$ cat src/hw/idr_pkg.sv
// How it works
// - four destinations built from one generate loop over the destination index.
// - a source reaches a destination only where its mask bit is set.
// - each destination shows which enabled, latched sources are mapped to it.
// - port module interrupts run through their own latch hierarchy first.
// - each module input gets its own polarity inversion before detection.
// - module raw, trigger, latch, clear, bypass, enable and ident match source logic.
// - all module idents fold into the one aggregate port module source.
// - two external inputs as sources and two outputs as destinations.
// - external inputs and outputs work at once, except that an input is forced off while its pin carries the output.
// - each external input and output has its own polarity bit.
// - a destination output mapped onto a pin replaces that input function.
// - drive mode 0 drives the output pin at both levels.
// - drive mode 1 with polarity 0 emulates open collector.
// - everything inside the controller is active high.
// - level trigger sets the latch every cycle while the input is active.
// - edge triggers set the latch only on the selected change of the input.
package idr_pkg;
    // ****************************************
    // trigger encodings and sizes
    // ****************************************
    localparam logic [1:0] TRIG_LEVEL   = 2'h0;
    localparam logic [1:0] TRIG_EDGE    = 2'h1;
    localparam logic [1:0] TRIG_FALL    = 2'h2;
    localparam logic [1:0] TRIG_RISE    = 2'h3;
    localparam int         NUM_DEST     = 4;
    localparam int         NUM_EXT      = 2;
    localparam int         DEST_EXT0    = 2;
    localparam int         DEST_EXT1    = 3;
    localparam int         EXT_SRC_BASE = 0;
    localparam int         AGG_SRC_IDX  = 2;
    localparam int         FIRST_FREE   = 3;
endpackage

$ cat src/hw/idr_router.sv
`timescale 1ns/1ns
module idr_router
    import idr_pkg::*;
#(
    parameter int NUM_SRC = 26,
    parameter int NUM_MOD = 16
) (
    // clock and reset
    input  wire logic                        mclk,
    input  wire logic                        nrst,
    // main source side, already latched and enabled by the source logic
    input  wire logic [NUM_SRC-1:0]          srcPending,
    // destination masks, one word per destination
    input  wire logic [NUM_DEST*NUM_SRC-1:0] destSourceMask,
    output logic      [NUM_DEST*NUM_SRC-1:0] destActiveSources,
    output logic      [NUM_DEST-1:0]         destIrq,
    // port module hierarchy
    input  wire logic [NUM_MOD-1:0]          moduleIrqIn,
    input  wire logic [NUM_MOD-1:0]          modulePolarityInvert,
    input  wire logic [2*NUM_MOD-1:0]        moduleTriggerSelect,
    input  wire logic [NUM_MOD-1:0]          moduleLatchClear,
    input  wire logic [NUM_MOD-1:0]          moduleLatchBypass,
    input  wire logic [NUM_MOD-1:0]          moduleIrqEnable,
    output logic      [NUM_MOD-1:0]          moduleRawValue,
    output logic      [NUM_MOD-1:0]          moduleLatchedFlag,
    output logic      [NUM_MOD-1:0]          moduleActiveIdent,
    output logic                             portModuleAggregateSource,
    // external inputs, corrected to active high
    input  wire logic [NUM_EXT-1:0]          extIrqInput,
    input  wire logic [NUM_EXT-1:0]          extInputPolarity,
    output logic      [NUM_EXT-1:0]          extSourceValue,
    // external outputs on gpio pins
    input  wire logic [NUM_EXT-1:0]          extOutputPolarity,
    input  wire logic [NUM_EXT-1:0]          extOutputDriveMode,
    input  wire logic [NUM_EXT-1:0]          extOutputOnPin,
    output logic      [NUM_EXT-1:0]          extIrqOutput,
    output logic      [NUM_EXT-1:0]          extIrqOutputEn,
    output logic      [NUM_EXT-1:0]          extInputGated
);
    // the fixed source slots for ext inputs and aggregate need three bits
    if (NUM_SRC < FIRST_FREE || NUM_MOD < 1) begin : g_bad_params
        $error("idr_router: source or module count too small");
    end

    // ****************************************
    // state
    // ****************************************
    typedef struct packed {
        logic [NUM_MOD-1:0]          rawPrev;
        logic [NUM_MOD-1:0]          raw;
        logic [NUM_MOD-1:0]          latched;
        logic [NUM_MOD-1:0]          ident;
        logic                        agg;
        logic [NUM_EXT-1:0]          extSrc;
        logic [NUM_EXT-1:0]          gated;
        logic [NUM_DEST*NUM_SRC-1:0] act;
        logic [NUM_DEST-1:0]         dst;
        logic [NUM_EXT-1:0]          pinOut;
        logic [NUM_EXT-1:0]          pinOe;
    } idr_state_t;

    idr_state_t st_q;
    idr_state_t st_d;

    // edge detect shared by every module latch
    function automatic logic trig_hit(input logic [1:0] sel,
                                      input logic       now,
                                      input logic       prev);
        unique case (sel)
            TRIG_LEVEL: trig_hit = now;
            TRIG_EDGE:  trig_hit = now ^ prev;
            TRIG_FALL:  trig_hit = prev & ~now;
            TRIG_RISE:  trig_hit = now & ~prev;
        endcase
    endfunction

    logic [NUM_SRC-1:0] srcVec;
    logic [NUM_DEST-1:0] dstNow;
    logic [NUM_SRC-1:0] actNow [NUM_DEST];

    // aggregate and external inputs join the main vector; internal high
    always_comb begin
        srcVec = srcPending;
        srcVec[EXT_SRC_BASE +: NUM_EXT] = st_q.extSrc;
        srcVec[AGG_SRC_IDX] = st_q.agg;
    end

    // one identical slice per destination
    genvar d;
    generate
        for (d = 0; d < NUM_DEST; d++) begin : g_dest
            assign actNow[d] = srcVec &
                destSourceMask[d*NUM_SRC +: NUM_SRC];
            assign dstNow[d] = |actNow[d];
        end
    endgenerate

    always_comb begin
        st_d = st_q;
        // ****************************************
        // port module hierarchy
        // ****************************************
        st_d.raw = moduleIrqIn ^ modulePolarityInvert;
        st_d.rawPrev = st_q.raw;
        for (int m = 0; m < NUM_MOD; m++) begin
            // set wins over the write-one clear
            if (trig_hit(moduleTriggerSelect[2*m +: 2], st_q.raw[m],
                         st_q.rawPrev[m])) begin
                st_d.latched[m] = 1'b1;
            end else if (moduleLatchClear[m]) begin
                st_d.latched[m] = 1'b0;
            end
            st_d.ident[m] = moduleIrqEnable[m] &
                (moduleLatchBypass[m] ? st_q.raw[m]
                                      : st_q.latched[m]);
        end
        // aggregate costs one more cycle, kept so every output is a flop
        st_d.agg = |st_q.ident;
        // ****************************************
        // external inputs and destinations
        // ****************************************
        st_d.gated = extOutputOnPin;
        st_d.extSrc = (extIrqInput ^ extInputPolarity)
                      & ~extOutputOnPin;
        for (int dd = 0; dd < NUM_DEST; dd++) begin
            st_d.act[dd*NUM_SRC +: NUM_SRC] = actNow[dd];
        end
        st_d.dst = dstNow;
        // the pin enable follows the overlay bit, so software must set
        // drive mode and polarity first or a glitch can reach the wire
        for (int e = 0; e < NUM_EXT; e++) begin
            // polarity applied after leaving the controller
            if (extOutputDriveMode[e] && !extOutputPolarity[e]) begin
                st_d.pinOut[e] = 1'b0;
                st_d.pinOe[e]  = extOutputOnPin[e] & dstNow[DEST_EXT0+e];
            end else begin
                st_d.pinOut[e] = dstNow[DEST_EXT0+e] ^ ~extOutputPolarity[e];
                st_d.pinOe[e]  = extOutputOnPin[e];
            end
        end
    end

    always_ff @(posedge mclk or negedge nrst) begin
        if (!nrst) begin
            st_q <= '0;
        end else begin
            st_q <= st_d;
        end
    end

    // outputs straight from flops
    assign moduleRawValue            = st_q.raw;
    assign moduleLatchedFlag         = st_q.latched;
    assign moduleActiveIdent         = st_q.ident;
    assign portModuleAggregateSource = st_q.agg;
    assign extSourceValue            = st_q.extSrc;
    assign extInputGated             = st_q.gated;
    assign destActiveSources         = st_q.act;
    assign destIrq                   = st_q.dst;
    assign extIrqOutput              = st_q.pinOut;
    assign extIrqOutputEn            = st_q.pinOe;

    // ****************************************
    // checks
    // ****************************************
    chk_agg_any: assert property (@(posedge mclk) disable iff (!nrst)
        (|moduleActiveIdent) |=> portModuleAggregateSource)
        else $error("aggregate missed an ident");
    chk_agg_none: assert property (@(posedge mclk) disable iff (!nrst)
        !(|moduleActiveIdent) |=> !portModuleAggregateSource)
        else $error("aggregate set without ident");
    chk_raw_pol: assert property (@(posedge mclk) disable iff (!nrst)
        1'b1 |=> moduleRawValue ==
            ($past(moduleIrqIn) ^ $past(modulePolarityInvert)))
        else $error("module raw polarity wrong");
    chk_level_set: assert property (@(posedge mclk) disable iff (!nrst)
        (moduleTriggerSelect[1:0] == TRIG_LEVEL && moduleRawValue[0])
        |=> moduleLatchedFlag[0])
        else $error("level latch not set");
    chk_rise_set: assert property (@(posedge mclk) disable iff (!nrst)
        (moduleTriggerSelect[1:0] == TRIG_RISE && moduleRawValue[0]
         && !$past(moduleRawValue[0])) |=> moduleLatchedFlag[0])
        else $error("rise latch not set");
    chk_clear_hold: assert property (@(posedge mclk) disable iff (!nrst)
        (moduleTriggerSelect[1:0] == TRIG_RISE && moduleLatchClear[0]
         && !(moduleRawValue[0] && !$past(moduleRawValue[0])))
        |=> !moduleLatchedFlag[0])
        else $error("clear did not clear");
    chk_mask_gate: assert property (@(posedge mclk) disable iff (!nrst)
        1'b1 |=> (destActiveSources[NUM_SRC-1:0] &
            ~$past(destSourceMask[NUM_SRC-1:0])) == '0)
        else $error("unmasked source reached destination");
    chk_dest_or: assert property (@(posedge mclk) disable iff (!nrst)
        destIrq[0] == |destActiveSources[NUM_SRC-1:0])
        else $error("destination not or of ident");
    chk_oc_low: assert property (@(posedge mclk) disable iff (!nrst)
        extIrqOutputEn[0] && extOutputDriveMode[0] && !extOutputPolarity[0]
        && $stable(extOutputDriveMode[0]) && $stable(extOutputPolarity[0])
        |-> !extIrqOutput[0])
        else $error("open collector drove high");
    chk_push_pull: assert property (@(posedge mclk) disable iff (!nrst)
        (extOutputOnPin[0] && !extOutputDriveMode[0])
        |=> extIrqOutputEn[0])
        else $error("push pull not driven");

    // ****************************************
    // more edge trigger checks
    // ****************************************
    // falling change sets the flag on the fall variant
    chk_fall_set: assert property (@(posedge mclk) disable iff (!nrst)
        (moduleTriggerSelect[1:0] == TRIG_FALL && !moduleRawValue[0]
         && $past(moduleRawValue[0])) |=> moduleLatchedFlag[0])
        else $error("fall latch not set");

    // any change sets the flag on the both-edge variant
    chk_edge_set: assert property (@(posedge mclk) disable iff (!nrst)
        (moduleTriggerSelect[1:0] == TRIG_EDGE && (moduleRawValue[0]
         != $past(moduleRawValue[0]))) |=> moduleLatchedFlag[0])
        else $error("edge latch not set");

    // a quiet input must not set an edge flag out of nowhere
    chk_edge_quiet: assert property (@(posedge mclk) disable iff (!nrst)
        (moduleTriggerSelect[1:0] != TRIG_LEVEL && !moduleLatchedFlag[0]
         && moduleRawValue[0] == $past(moduleRawValue[0]))
        |=> !moduleLatchedFlag[0])
        else $error("edge latch set without change");

    // ****************************************
    // enable, bypass and ident checks
    // ****************************************
    // a disabled module never shows an ident
    chk_ident_gate: assert property (@(posedge mclk) disable iff (!nrst)
        !moduleIrqEnable[0] |=> !moduleActiveIdent[0])
        else $error("ident set while disabled");

    // bypass takes the raw value and ignores the latch
    chk_bypass_raw: assert property (@(posedge mclk) disable iff (!nrst)
        (moduleIrqEnable[0] && moduleLatchBypass[0])
        |=> moduleActiveIdent[0] == $past(moduleRawValue[0]))
        else $error("bypass ident wrong");

    // without bypass the ident follows the latched flag
    chk_ident_latch: assert property (@(posedge mclk) disable iff (!nrst)
        (moduleIrqEnable[0] && !moduleLatchBypass[0])
        |=> moduleActiveIdent[0] == $past(moduleLatchedFlag[0]))
        else $error("ident does not follow latch");

    // ****************************************
    // external pin checks
    // ****************************************
    // input correction, forced off while the pin carries the output
    chk_ext_in: assert property (@(posedge mclk) disable iff (!nrst)
        1'b1 |=> extSourceValue == (($past(extIrqInput)
            ^ $past(extInputPolarity))
            & ~$past(extOutputOnPin)))
        else $error("external input correction wrong");

    // gating flag shows the overlay one cycle later
    chk_gated: assert property (@(posedge mclk) disable iff (!nrst)
        1'b1 |=> extInputGated == $past(extOutputOnPin))
        else $error("input gating wrong");

    // push-pull pin level is the destination with output polarity
    chk_pp_level: assert property (@(posedge mclk) disable iff (!nrst)
        extIrqOutputEn[1] && !$past(extOutputDriveMode[1])
        |-> extIrqOutput[1] ==
            (destIrq[DEST_EXT1] ^ ~$past(extOutputPolarity[1])))
        else $error("push pull level wrong");

    // open collector lets go of the pin while the irq is idle
    chk_oc_release: assert property (@(posedge mclk) disable iff (!nrst)
        $past(extOutputDriveMode[0]) && !$past(extOutputPolarity[0])
        && !destIrq[DEST_EXT0] |-> !extIrqOutputEn[0])
        else $error("open collector drove while idle");

    // no overlay, no drive
    chk_oe_off: assert property (@(posedge mclk) disable iff (!nrst)
        !$past(extOutputOnPin[0]) |-> !extIrqOutputEn[0])
        else $error("pin driven without overlay");

    // the last destination slice is an or of its own ident word
    chk_dest_idx: assert property (@(posedge mclk) disable iff (!nrst)
        destIrq[3] == |destActiveSources[3*NUM_SRC +: NUM_SRC])
        else $error("destination three not or of ident");

    // ****************************************
    // covers
    // ****************************************
    cov_oc: cover property (@(posedge mclk) disable iff (!nrst)
        extIrqOutputEn[0] && !extIrqOutput[0]);
    cov_fall: cover property (@(posedge mclk) disable iff (!nrst)
        $rose(moduleLatchedFlag[4]) && !moduleRawValue[4]);
    cov_bypass: cover property (@(posedge mclk) disable iff (!nrst)
        $rose(moduleActiveIdent[5]));
    cov_agg: cover property (@(posedge mclk) disable iff (!nrst)
        $rose(portModuleAggregateSource));
    cov_dest: cover property (@(posedge mclk) disable iff (!nrst)
        $rose(destIrq[DEST_EXT1]));
endmodule

$ cat config.mk
export PLATFORM = sky130hd
export DESIGN_NAME = idr_router
export DESIGN_NICKNAME = d
export VERILOG_FILES = /design/src/hw/idr_pkg.sv /design/src/hw/idr_router.sv
export SDC_FILE = /design/constraint.sdc
export NUM_CORES = 1
export LEC_CHECK = 0
export BUFFER_PORTS_ARGS = -buffer_cell sky130_fd_sc_hd__buf_4
export CELL_PAD_IN_SITES_DETAIL_PLACEMENT = 2
export CELL_PAD_IN_SITES_GLOBAL_PLACEMENT = 2
export CORE_MARGIN = 8
export CORE_UTILIZATION = 30
export CTS_CLUSTER_DIAMETER = 120
export DETAILED_ROUTE_END_ITERATION = 10
export GPL_TIMING_DRIVEN = 0
export PLACE_DENSITY = 0.89
export SLEW_MARGIN = 20
export SYNTH_ARGS = -nofsm -noshare
export SYNTH_HDL_FRONTEND = slang
export SYNTH_SLANG_ARGS = --single-unit
export TNS_END_PERCENT = 5
$ cat constraint.sdc
create_clock -name mclk -period 3.84 [get_ports mclk]
set_clock_uncertainty 0.15 [all_clocks]
set_input_delay 0.768 -clock mclk [delete_from_list [all_inputs] [get_ports mclk]]
set_output_delay 0.768 -clock mclk [all_outputs]
set_load 0.01 [all_outputs]
; After elaboration in Yosys (flattened, before gate mapping)
; Index checks and enable logic that the tools add are counted.
[totals]
ff_bits = 181
out_inout_bits = 165
wordCells = 293
[op_classes]
eq_ne = 48
n_mux = 68
bitwise_logic = 110
reduce_logical = 41
[ops]
columns = operator, n
row1 = 26-bit bitwise AND, 4
row2 = 26-bit OR reduction, 4
row3 = "2-bit equality test, second input constant", 32
row4 = 1-bit case mux with 4 select lines, 16
row5 = 1-bit 2-to-1 mux, 52
row6 = 1-bit bitwise AND, 50
row7 = 1-bit inverter, 34
row8 = "2-bit by 1-bit equality test with 1-bit output, second input constant", 16
row9 = 2-bit zero test, 16
row10 = 2-bit nonzero test, 16
row11 = 1-bit XOR, 18
row12 = 16-bit OR reduction, 1
row13 = 16-bit XOR, 1
row14 = 2-bit bitwise AND, 1
row15 = 1-bit logical AND, 2
row16 = 1-bit zero test, 2
row17 = 2-bit inverter, 1
row18 = 2-bit XOR, 1

; Longest topological paths before layout
; Gate-level depths: netlist of run 1.
[logic_depth]
ltp_word = 4
depth_mapped = 6

; Worst setup path after synthesis of run 1
; Ideal clock, no wire load.
[synth_timing]
kind = in2reg
from = in destSourceMask[72]
to = reg st_q, in the netlist extIrqOutput[0]
t_arrival_ns = 2.528
t_required_ns = 3.565
setup_slack_ns = 1.037
cell_stages = 5
path_buffers = 0
path_cell_list = and2_4 or4_1 or4_1 or3_4 mux2_4
[synth_rtl]
columns = element, line_no
row1 = "start, declared", idr_router.sv:14  ; input wire logic [NUM_DEST*NUM_SRC-1:0] destSourceMask,
row2 = "end signal, assigned", idr_router.sv:147  ; st_q <= st_d;
row3 = "end, declared", idr_router.sv:62  ; idr_state_t st_q;

==> metrics.yaml, run 1 <==
grt_overflow_total: 0
hold_viol: 0
antenna_left: 0
ys_ff_latch: 181
grt_usage_pct: 20.6
first_pass_iters: 4
cts.sinks: 181
finish.utilization_pct: 45.6
stdcell_area_um2: 12600
wl_um: 34600
synth_nets: 980
syn_area_per_cell_um2: 12.0
synth_top_cell_by_area: "dfrtp_1"
antenna_found_initial: 0
fill_cells: 2895
syn_inst: 694
syn_area_um2: 8360
r2r_slack_ps: 1250
setup_viol: 0
syn_to_final_growth_pct: 50.6
place_hpwl_um: 29100
cp_max_fo: 4
crit_path_start_kind: "primary input"
hold_buffers: 0
regArea_um2: 4530
vias: 6454
ctsResizeCount: 0
die_y_um: 183
fin_crit_ps: 2680
drt_iter0_markers: 206
core_um2: 27600
grt_pass1_vias: 7921
yosysSeqAreaShare_pct: 54.2
pin_count: 419
synthTopCellsByArea: "dfrtp_1, buf_4, and2_1"
max_freq_mhz: 374
portBuffers: 415
placed_area_um2: 12000
outcome: "finished clean"
routedWlPerCell_um: 22.7
tightest_slew_ps: 741
synth.distinct_cells: 25
endpoint_kind: "flop"
route.detailed.drc: 0
final.setup.tns_ps: 0
nets: 1416
slew_violations: 0
clk_pin_slew_ps: 80
clockRootBuffer: "clkbuf_16"
ir_drop_v: 0.000166
grt_pass1_wl_um: 50400
multi_input_comb_area_um2: 2360
p_per_area_nw_per_um2: 403
rows: 61
leakage_nw: 6.82
synth_top_area_share_pct: 54.2
post_cts.repair.setup_buffers: 0
cts_buffer_depth: 2
cts_tree: "yes"
fp.dieArea_um2: 33500
grt_max_degree: 83
rsz0062_at_grt: "no"
initial_core_util_pct: 30.3
drive_gt1_share_pct: 56.5
cts_buffers: 17
drt-vias-per-instance: 4.24
clkLatencyLatePin_ps: 440
hp-class: "in -> async"
worstPathArrival_ps: 2840
cts_htree_levels: 4
period_share_pct: 69.7
antenna_cells: 0
die_x_um: 183
slew_headroom_pct: 50.1
yosys_warnings: 0
cp.required_ps: 4010
cap_viol_max_count: 0
worst-setup-path-type: "in -> reg"
place_congestion: 0.834
synth_stat cells:
cell      instances
or2_2            12
nand2_1           4
o31a_1            2
o21ai_0           2
mux2_2            1
o221ai_1          2
a21o_1           14
ha_1             32
and2_1          102
or3_4             2
xnor2_1           2
mux4_2           14
nor2b_1          16
or3_1             2
and2_4            2
dfrtp_1         181
buf_4           164
mux2i_1          17
or4_1            12
inv_1            64
mux2_4            2
nand4_1           5
xor2_1           16
nor2_1           12
nor4_1           12
report_power, final:
| part | total, mW | internal, mW | switching, mW |
|---|---|---|---|
| clock network | 1.80 | 0.925 | 0.877 |
| registers | 2.17 | 2.05 | 0.116 |
| logic | 1.10 | 0.652 | 0.444 |
worst paths after layout:
kind / start / to / cells past startpoint
worst max-delay path: srcPending[21] / extIrqOutput[1] / 6
worst min-delay path: nrst / moduleLatchedFlag[6] / 1
worst max register to register: extSourceValue[1] / extIrqOutput[1] / 5
worst min register to register: moduleRawValue[14] / st_q[179] / 0
max in group asynchronous: nrst / destActiveSources[89] / 2
min in group mclk: extOutputOnPin[1] / extInputGated[1] / 1
per-layer routing:
layer	global-route usage (%)	wire, um
met2	40.6	19400
met3	7.32	2990
met1	18.9	11200
met5	0	0
met4	7.64	987
layout make-up:
type | instances | area share [%]
buffer | 164 | 9.78
sequential | 181 | 36.0
clock inverter | 15 | 1.24
tap | 378 | 3.76
timing repair buffer | 417 | 25.2
inverter | 64 | 1.91
clock buffer | 17 | 3.38
multi-input combinational | 285 | 18.7
registers in the layout (all words and copies together), names as in the netlist:
| signal | cells |
|---|---|
| destActiveSources | 104 |
| moduleActiveIdent | 16 |
| moduleLatchedFlag | 16 |
| moduleRawValue | 16 |
| st_q | 16 |
| destIrq | 4 |
| extInputGated | 2 |
| extIrqOutputEn | 2 |
| extIrqOutput | 2 |
| extSourceValue | 2 |
| portModuleAggregateSource | 1 |
critical path, cell delays in order:
cell,delay [ps]
buf_4,130
and2_1,170
or4_1,530
or4_1,510
or3_4,410
mux2_4,320
metrics by stage:
stage / cells / power [mW] / hold slack, ps / worst slack (ps)
3_5_place_dp: 1489 / 3.33 / 337 / 715
4_1_cts: 1521 / 5.17 / 61.2 / 1170
5_1_grt: 1521 / 5.30 / 65.6 / 1170
3_3_place_gp: 1487 / 3.24 / 316 / 577
2_1_floorplan: 694 / 2.66 / 283 / 1040
6_report: 1521 / 5.07 / 64.7 / 1160
cells in the final DEF, fill, tap and decap left out:
| cell | n |
|---|---|
| buf_4 | 578 |
| dfrtp_1 | 181 |
| and2_1 | 102 |
| inv_1 | 64 |
| ha_1 | 32 |
| mux2i_1 | 17 |
| clkbuf_16 | 17 |
| xor2_1 | 16 |
| nor2b_1 | 16 |
| mux4_2 | 14 |
| a21o_1 | 14 |
| nor2_1 | 12 |
| nor4_1 | 12 |
| or2_2 | 12 |
| or4_1 | 12 |
| nand4_1 | 5 |
| inv_6 | 5 |
| nand2_1 | 4 |
| inv_8 | 4 |
| xnor2_1 | 2 |
| and2_4 | 2 |
| or3_4 | 2 |
| or3_1 | 2 |
| mux2_4 | 2 |
| o31a_1 | 2 |
| o21ai_0 | 2 |
| o221ai_1 | 2 |
| clkinv_4 | 2 |
| clkinvlp_4 | 2 |
| buf_16 | 2 |
| mux2_2 | 1 |
| clkinv_2 | 1 |
| bufinv_16 | 1 |
| buf_8 | 1 |
cells by family after synthesis:
kind of cell / synth area share, %
compound gates: 1.80
xor+xnor: 1.89
fa+ha+maj: 4.79
buf+inv: 17.6
flops: 54.2
mux: 6.30
simple gates: 13.4
(Power assumes the default switching activity.)
==> run 2, diff against run 1 <==
--- a/config.mk
+++ b/config.mk
@@ -5,15 +5,16 @@
 export SDC_FILE = /design/constraint.sdc
 export NUM_CORES = 1
 export LEC_CHECK = 0
+export ABC_AREA = 1
 export BUFFER_PORTS_ARGS = -buffer_cell sky130_fd_sc_hd__buf_4
 export CELL_PAD_IN_SITES_DETAIL_PLACEMENT = 2
 export CELL_PAD_IN_SITES_GLOBAL_PLACEMENT = 2
 export CORE_MARGIN = 8
-export CORE_UTILIZATION = 30
+export CORE_UTILIZATION = 23
 export CTS_CLUSTER_DIAMETER = 120
 export DETAILED_ROUTE_END_ITERATION = 10
 export GPL_TIMING_DRIVEN = 0
-export PLACE_DENSITY = 0.89
+export PLACE_DENSITY = 0.79
 export SLEW_MARGIN = 20
 export SYNTH_ARGS = -nofsm -noshare
 export SYNTH_HDL_FRONTEND = slang
==> constraint.sdc (replaced) <==
create_clock -name mclk -period 2.4 [get_ports mclk]
set_clock_uncertainty 0.15 [all_clocks]
set_input_delay 0.48 -clock mclk [delete_from_list [all_inputs] [get_ports mclk]]
set_output_delay 0.48 -clock mclk [all_outputs]
set_load 0.01 [all_outputs]
==> run 2 against run 1 <==
Compared with the run above: register-to-register slack got worse by 530 ps; clock power rose by 62%; first-iteration DRC count fell by 3.9%; critical path type is now reg -> out; largest cell class unchanged; highest routed layer is now met5.
==> metrics.yaml, run 2 <==
outcome: "finished clean"  # unchanged
grt_overflow_total: 0  # unchanged
met2_length_um: 18400  # was 19400 um
clkLatencyLatePin_ps: 440  # about the same
drt-vias-per-instance: 4.09  # was 4.24
setup_viol: 0  # unchanged
cp_max_fo: 5  # was 4
die_x_um: 208  # was 183 um
clockRootBuffer: "clkbuf_16"  # unchanged
cts_tree: "yes"  # unchanged
ys_ff_latch: 181  # unchanged
async_reset_ff_share_pct: 100  # unchanged
pin_count: 419  # unchanged
synthTopCellsByCount: "dfrtp_1, inv_1, buf_4, nand2_1, nor3_1"  # was dfrtp_1, buf_4, and2_1, inv_1, ha_1
synth_top_family_by_area: "buffers and inverters"  # unchanged
worstPathArrival_ps: 1210  # was 2840 ps
r2r-end: "portModuleAggregateSource"  # was extIrqOutput[1]
worst-setup-path-type: "reg -> out"  # was in -> reg
hold_buffers: 1  # was 0
place_congestion: 0.774  # was 0.834
routedWlPerCell_um: 19.6  # was 22.7 um
clk_pin_slew_ps: 70  # was 80 ps
fin_crit_ps: 1840
drt_iter0_markers: 198  # was 206
cp.required_ps: 1770  # was 4010 ps
syn_area_per_cell_um2: 9.35  # was 12.0 um2
timing.rr.start: "moduleActiveIdent[9]"  # was extSourceValue[1]
slew_headroom_pct: 51.7  # was 50.1%
top_layer: "met5"  # was met4
leakage_nw: 7.62  # was 6.82 nW
synth-simple-area-share_pct: 14.9  # was 13.4%
wl_met1_um: 13400  # was 11200 um
hold_viol: 0  # unchanged
cts_htree_levels: 4  # unchanged
synthTopCellsByArea: "dfrtp_1, buf_4, inv_1"  # was dfrtp_1, buf_4, and2_1
portBuffers: 415  # unchanged
wl_um: 35800  # was 34600 um
finish.utilization_pct: 35.2  # was 45.6%
syn_to_final_growth_pct: 51.6  # was 50.6%
r2r_slack_ps: 720  # was 1250 ps
post_cts.repair.setup_buffers: 0  # unchanged
synth_top_cell_by_area: "dfrtp_1"  # unchanged
core_um2: 36400  # was 27600 um2
synth.distinct_cells: 17  # was 25
endpoint_kind: "output pin"  # was flop
largest_reg_flops: 104  # unchanged
hold_end: "extInputGated[1]"
rows: 70  # was 61
final_cell_mix: "buf_4, dfrtp_1, inv_1"  # was buf_4, dfrtp_1, and2_1
vias: 7464  # was 6454
synth_nets: 1192  # was 980
synth_xor_area_share_pct: 1.86  # was 1.89%
fp.dieArea_um2: 43200  # was 33500 um2
regArea_um2: 4530  # unchanged
synth_top_area_share_pct: 53.5  # was 54.2%
hp-class: "in -> reg"  # was in -> async
slew_violations: 0  # unchanged
grt_pass1_wl_um: 54100  # was 50400 um
synth_flop_cell: "dfrtp_1"  # unchanged
period_share_pct: 76.8
grt_usage_pct: 16.5  # was 20.6%
crit_path_start_kind: "flop"  # was primary input
multi_input_comb_area_um2: 2060  # was 2360 um2
rsz0062_at_grt: "no"  # unchanged
setup_ws_ps: 557  # was 1160 ps
r2r_cells: 2  # was 5
initial_core_util_pct: 23.3  # was 30.3%
final_common_cell: "buf_4"  # unchanged
dp_slack_ps: 480  # was 715 ps
route.detailed.drc: 0  # unchanged
grt_max_degree: 88  # was 83
first_pass_iters: 4  # unchanged
ctsResizeCount: 0  # unchanged
syn_area_um2: 8470  # was 8360 um2
p_per_area_nw_per_um2: 629  # was 403 nW/um2
yosys-mux-area-fraction_pct: 0  # was 6.30%
place_hpwl_um: 30800  # was 29100 um
drive_gt1_share_pct: 45.4  # was 56.5%
yosysMostFrequentCell: "dfrtp_1"  # unchanged
syn_inst: 906  # was 694
antenna_left: 0  # unchanged
cts_buffer_depth: 2  # unchanged
synth_edf_count: 0  # unchanged
tightest_slew_ps: 718  # was 741 ps
worstHoldPathCells: 1
cts_buffers: 17  # unchanged
antenna_found_initial: 3  # was 0
grt_pass1_vias: 8950  # was 7921
synth_fa_ha_area_share_pct: 4.73  # was 4.79%
die_y_um: 208  # was 183 um
wl_met3_um: 3350  # was 2990 um
yosys_warnings: 0  # unchanged
ir_drop_v: 0.000485  # was 0.000166 V
nets: 1629  # was 1416
synth-compound-area-share_pct: 2.84  # was 1.80%
hp-start: "extOutputOnPin[1]"
yosysSeqAreaShare_pct: 53.5  # was 54.2%
cts.sinks: 181  # unchanged
fill_cells: 4110  # was 2895
max_freq_mhz: 543
whs_ps: 42.9  # was 64.7 ps
cap_viol_max_count: 0  # unchanged
run 2: cell types whose count changed after synthesis, moves of 14 or more:
cell / delta
a21o_1: -14
a21oi_1: +16
and2_1: -102
inv_1: +110
mux2i_1: -17
mux4_2: -14
nand2_1: +153
nand3_1: +38
nor2b_1: -16
nor3_1: +52
o21ai_0: +30
run 2: kinds of logic after synthesis:
family	after synthesis
buffers and inverters	338
AND/OR/NAND/NOR	289
flip-flops	181
AO/OA/AOI/OAI	48
adder cells (fa/ha/maj)	32
XOR/XNOR	18
run 2: stage by stage:
step           power [mW]  TNS, ps  instance area [um2]  std cells
2_1_floorplan        4.19        0                 8470        906
4_1_cts              8.26        0                12800       1824
5_1_grt              8.49        0                12800       1825
3_3_place_gp         5.15  -111310                12200       1789
6_report             8.08        0                12800       1825
3_5_place_dp         5.27        0                12200       1791
run 2: critical path, cell delays in order, from the launching register on:
cell	delay, ps
dfrtp_1	470
buf_4	170
buf_4	130
run 2: per-layer routing:
| metal | vias to the layer above | GRT usage [%] |
|---|---|---|
| li1 | 3477 | - |
| met1 | 3639 | 16.7 |
| met2 | 311 | 30.4 |
| met3 | 33 | 7.27 |
| met4 | 4 | 4.72 |
| met5 | - | 0 |
run 2: worst max path at each step:
stage	startpoint	end	cells after the start
CTS	moduleActiveIdent[8]	portModuleAggregateSource	2
floorplan	srcPending[4]	extIrqOutputEn[1]	8
finish	extSourceValue[0]	extSourceValue[0]	2
global route	extSourceValue[0]	extSourceValue[0]	2
detailed placement	moduleActiveIdent[8]	portModuleAggregateSource	2
global placement	nrst	moduleRawValue[10]	1
run 2: power by group:
part | switching, mW | internal, mW | total (mW)
Combinational | 0.790 | 0.935 | 1.73
Sequential | 0.153 | 3.28 | 3.43
Clock | 1.29 | 1.63 | 2.92
run 2: final cells by class:
cell class | count | area share, %
clock inverters | 10 | 0.935
inverters | 174 | 5.09
plain buffers | 164 | 9.59
repair buffers | 418 | 24.8
diodes | 1 | 0.0195
well taps | 468 | 4.56
flip-flops and latches | 181 | 35.3
clock buffers | 22 | 3.69
multi-input cells | 387 | 16.0
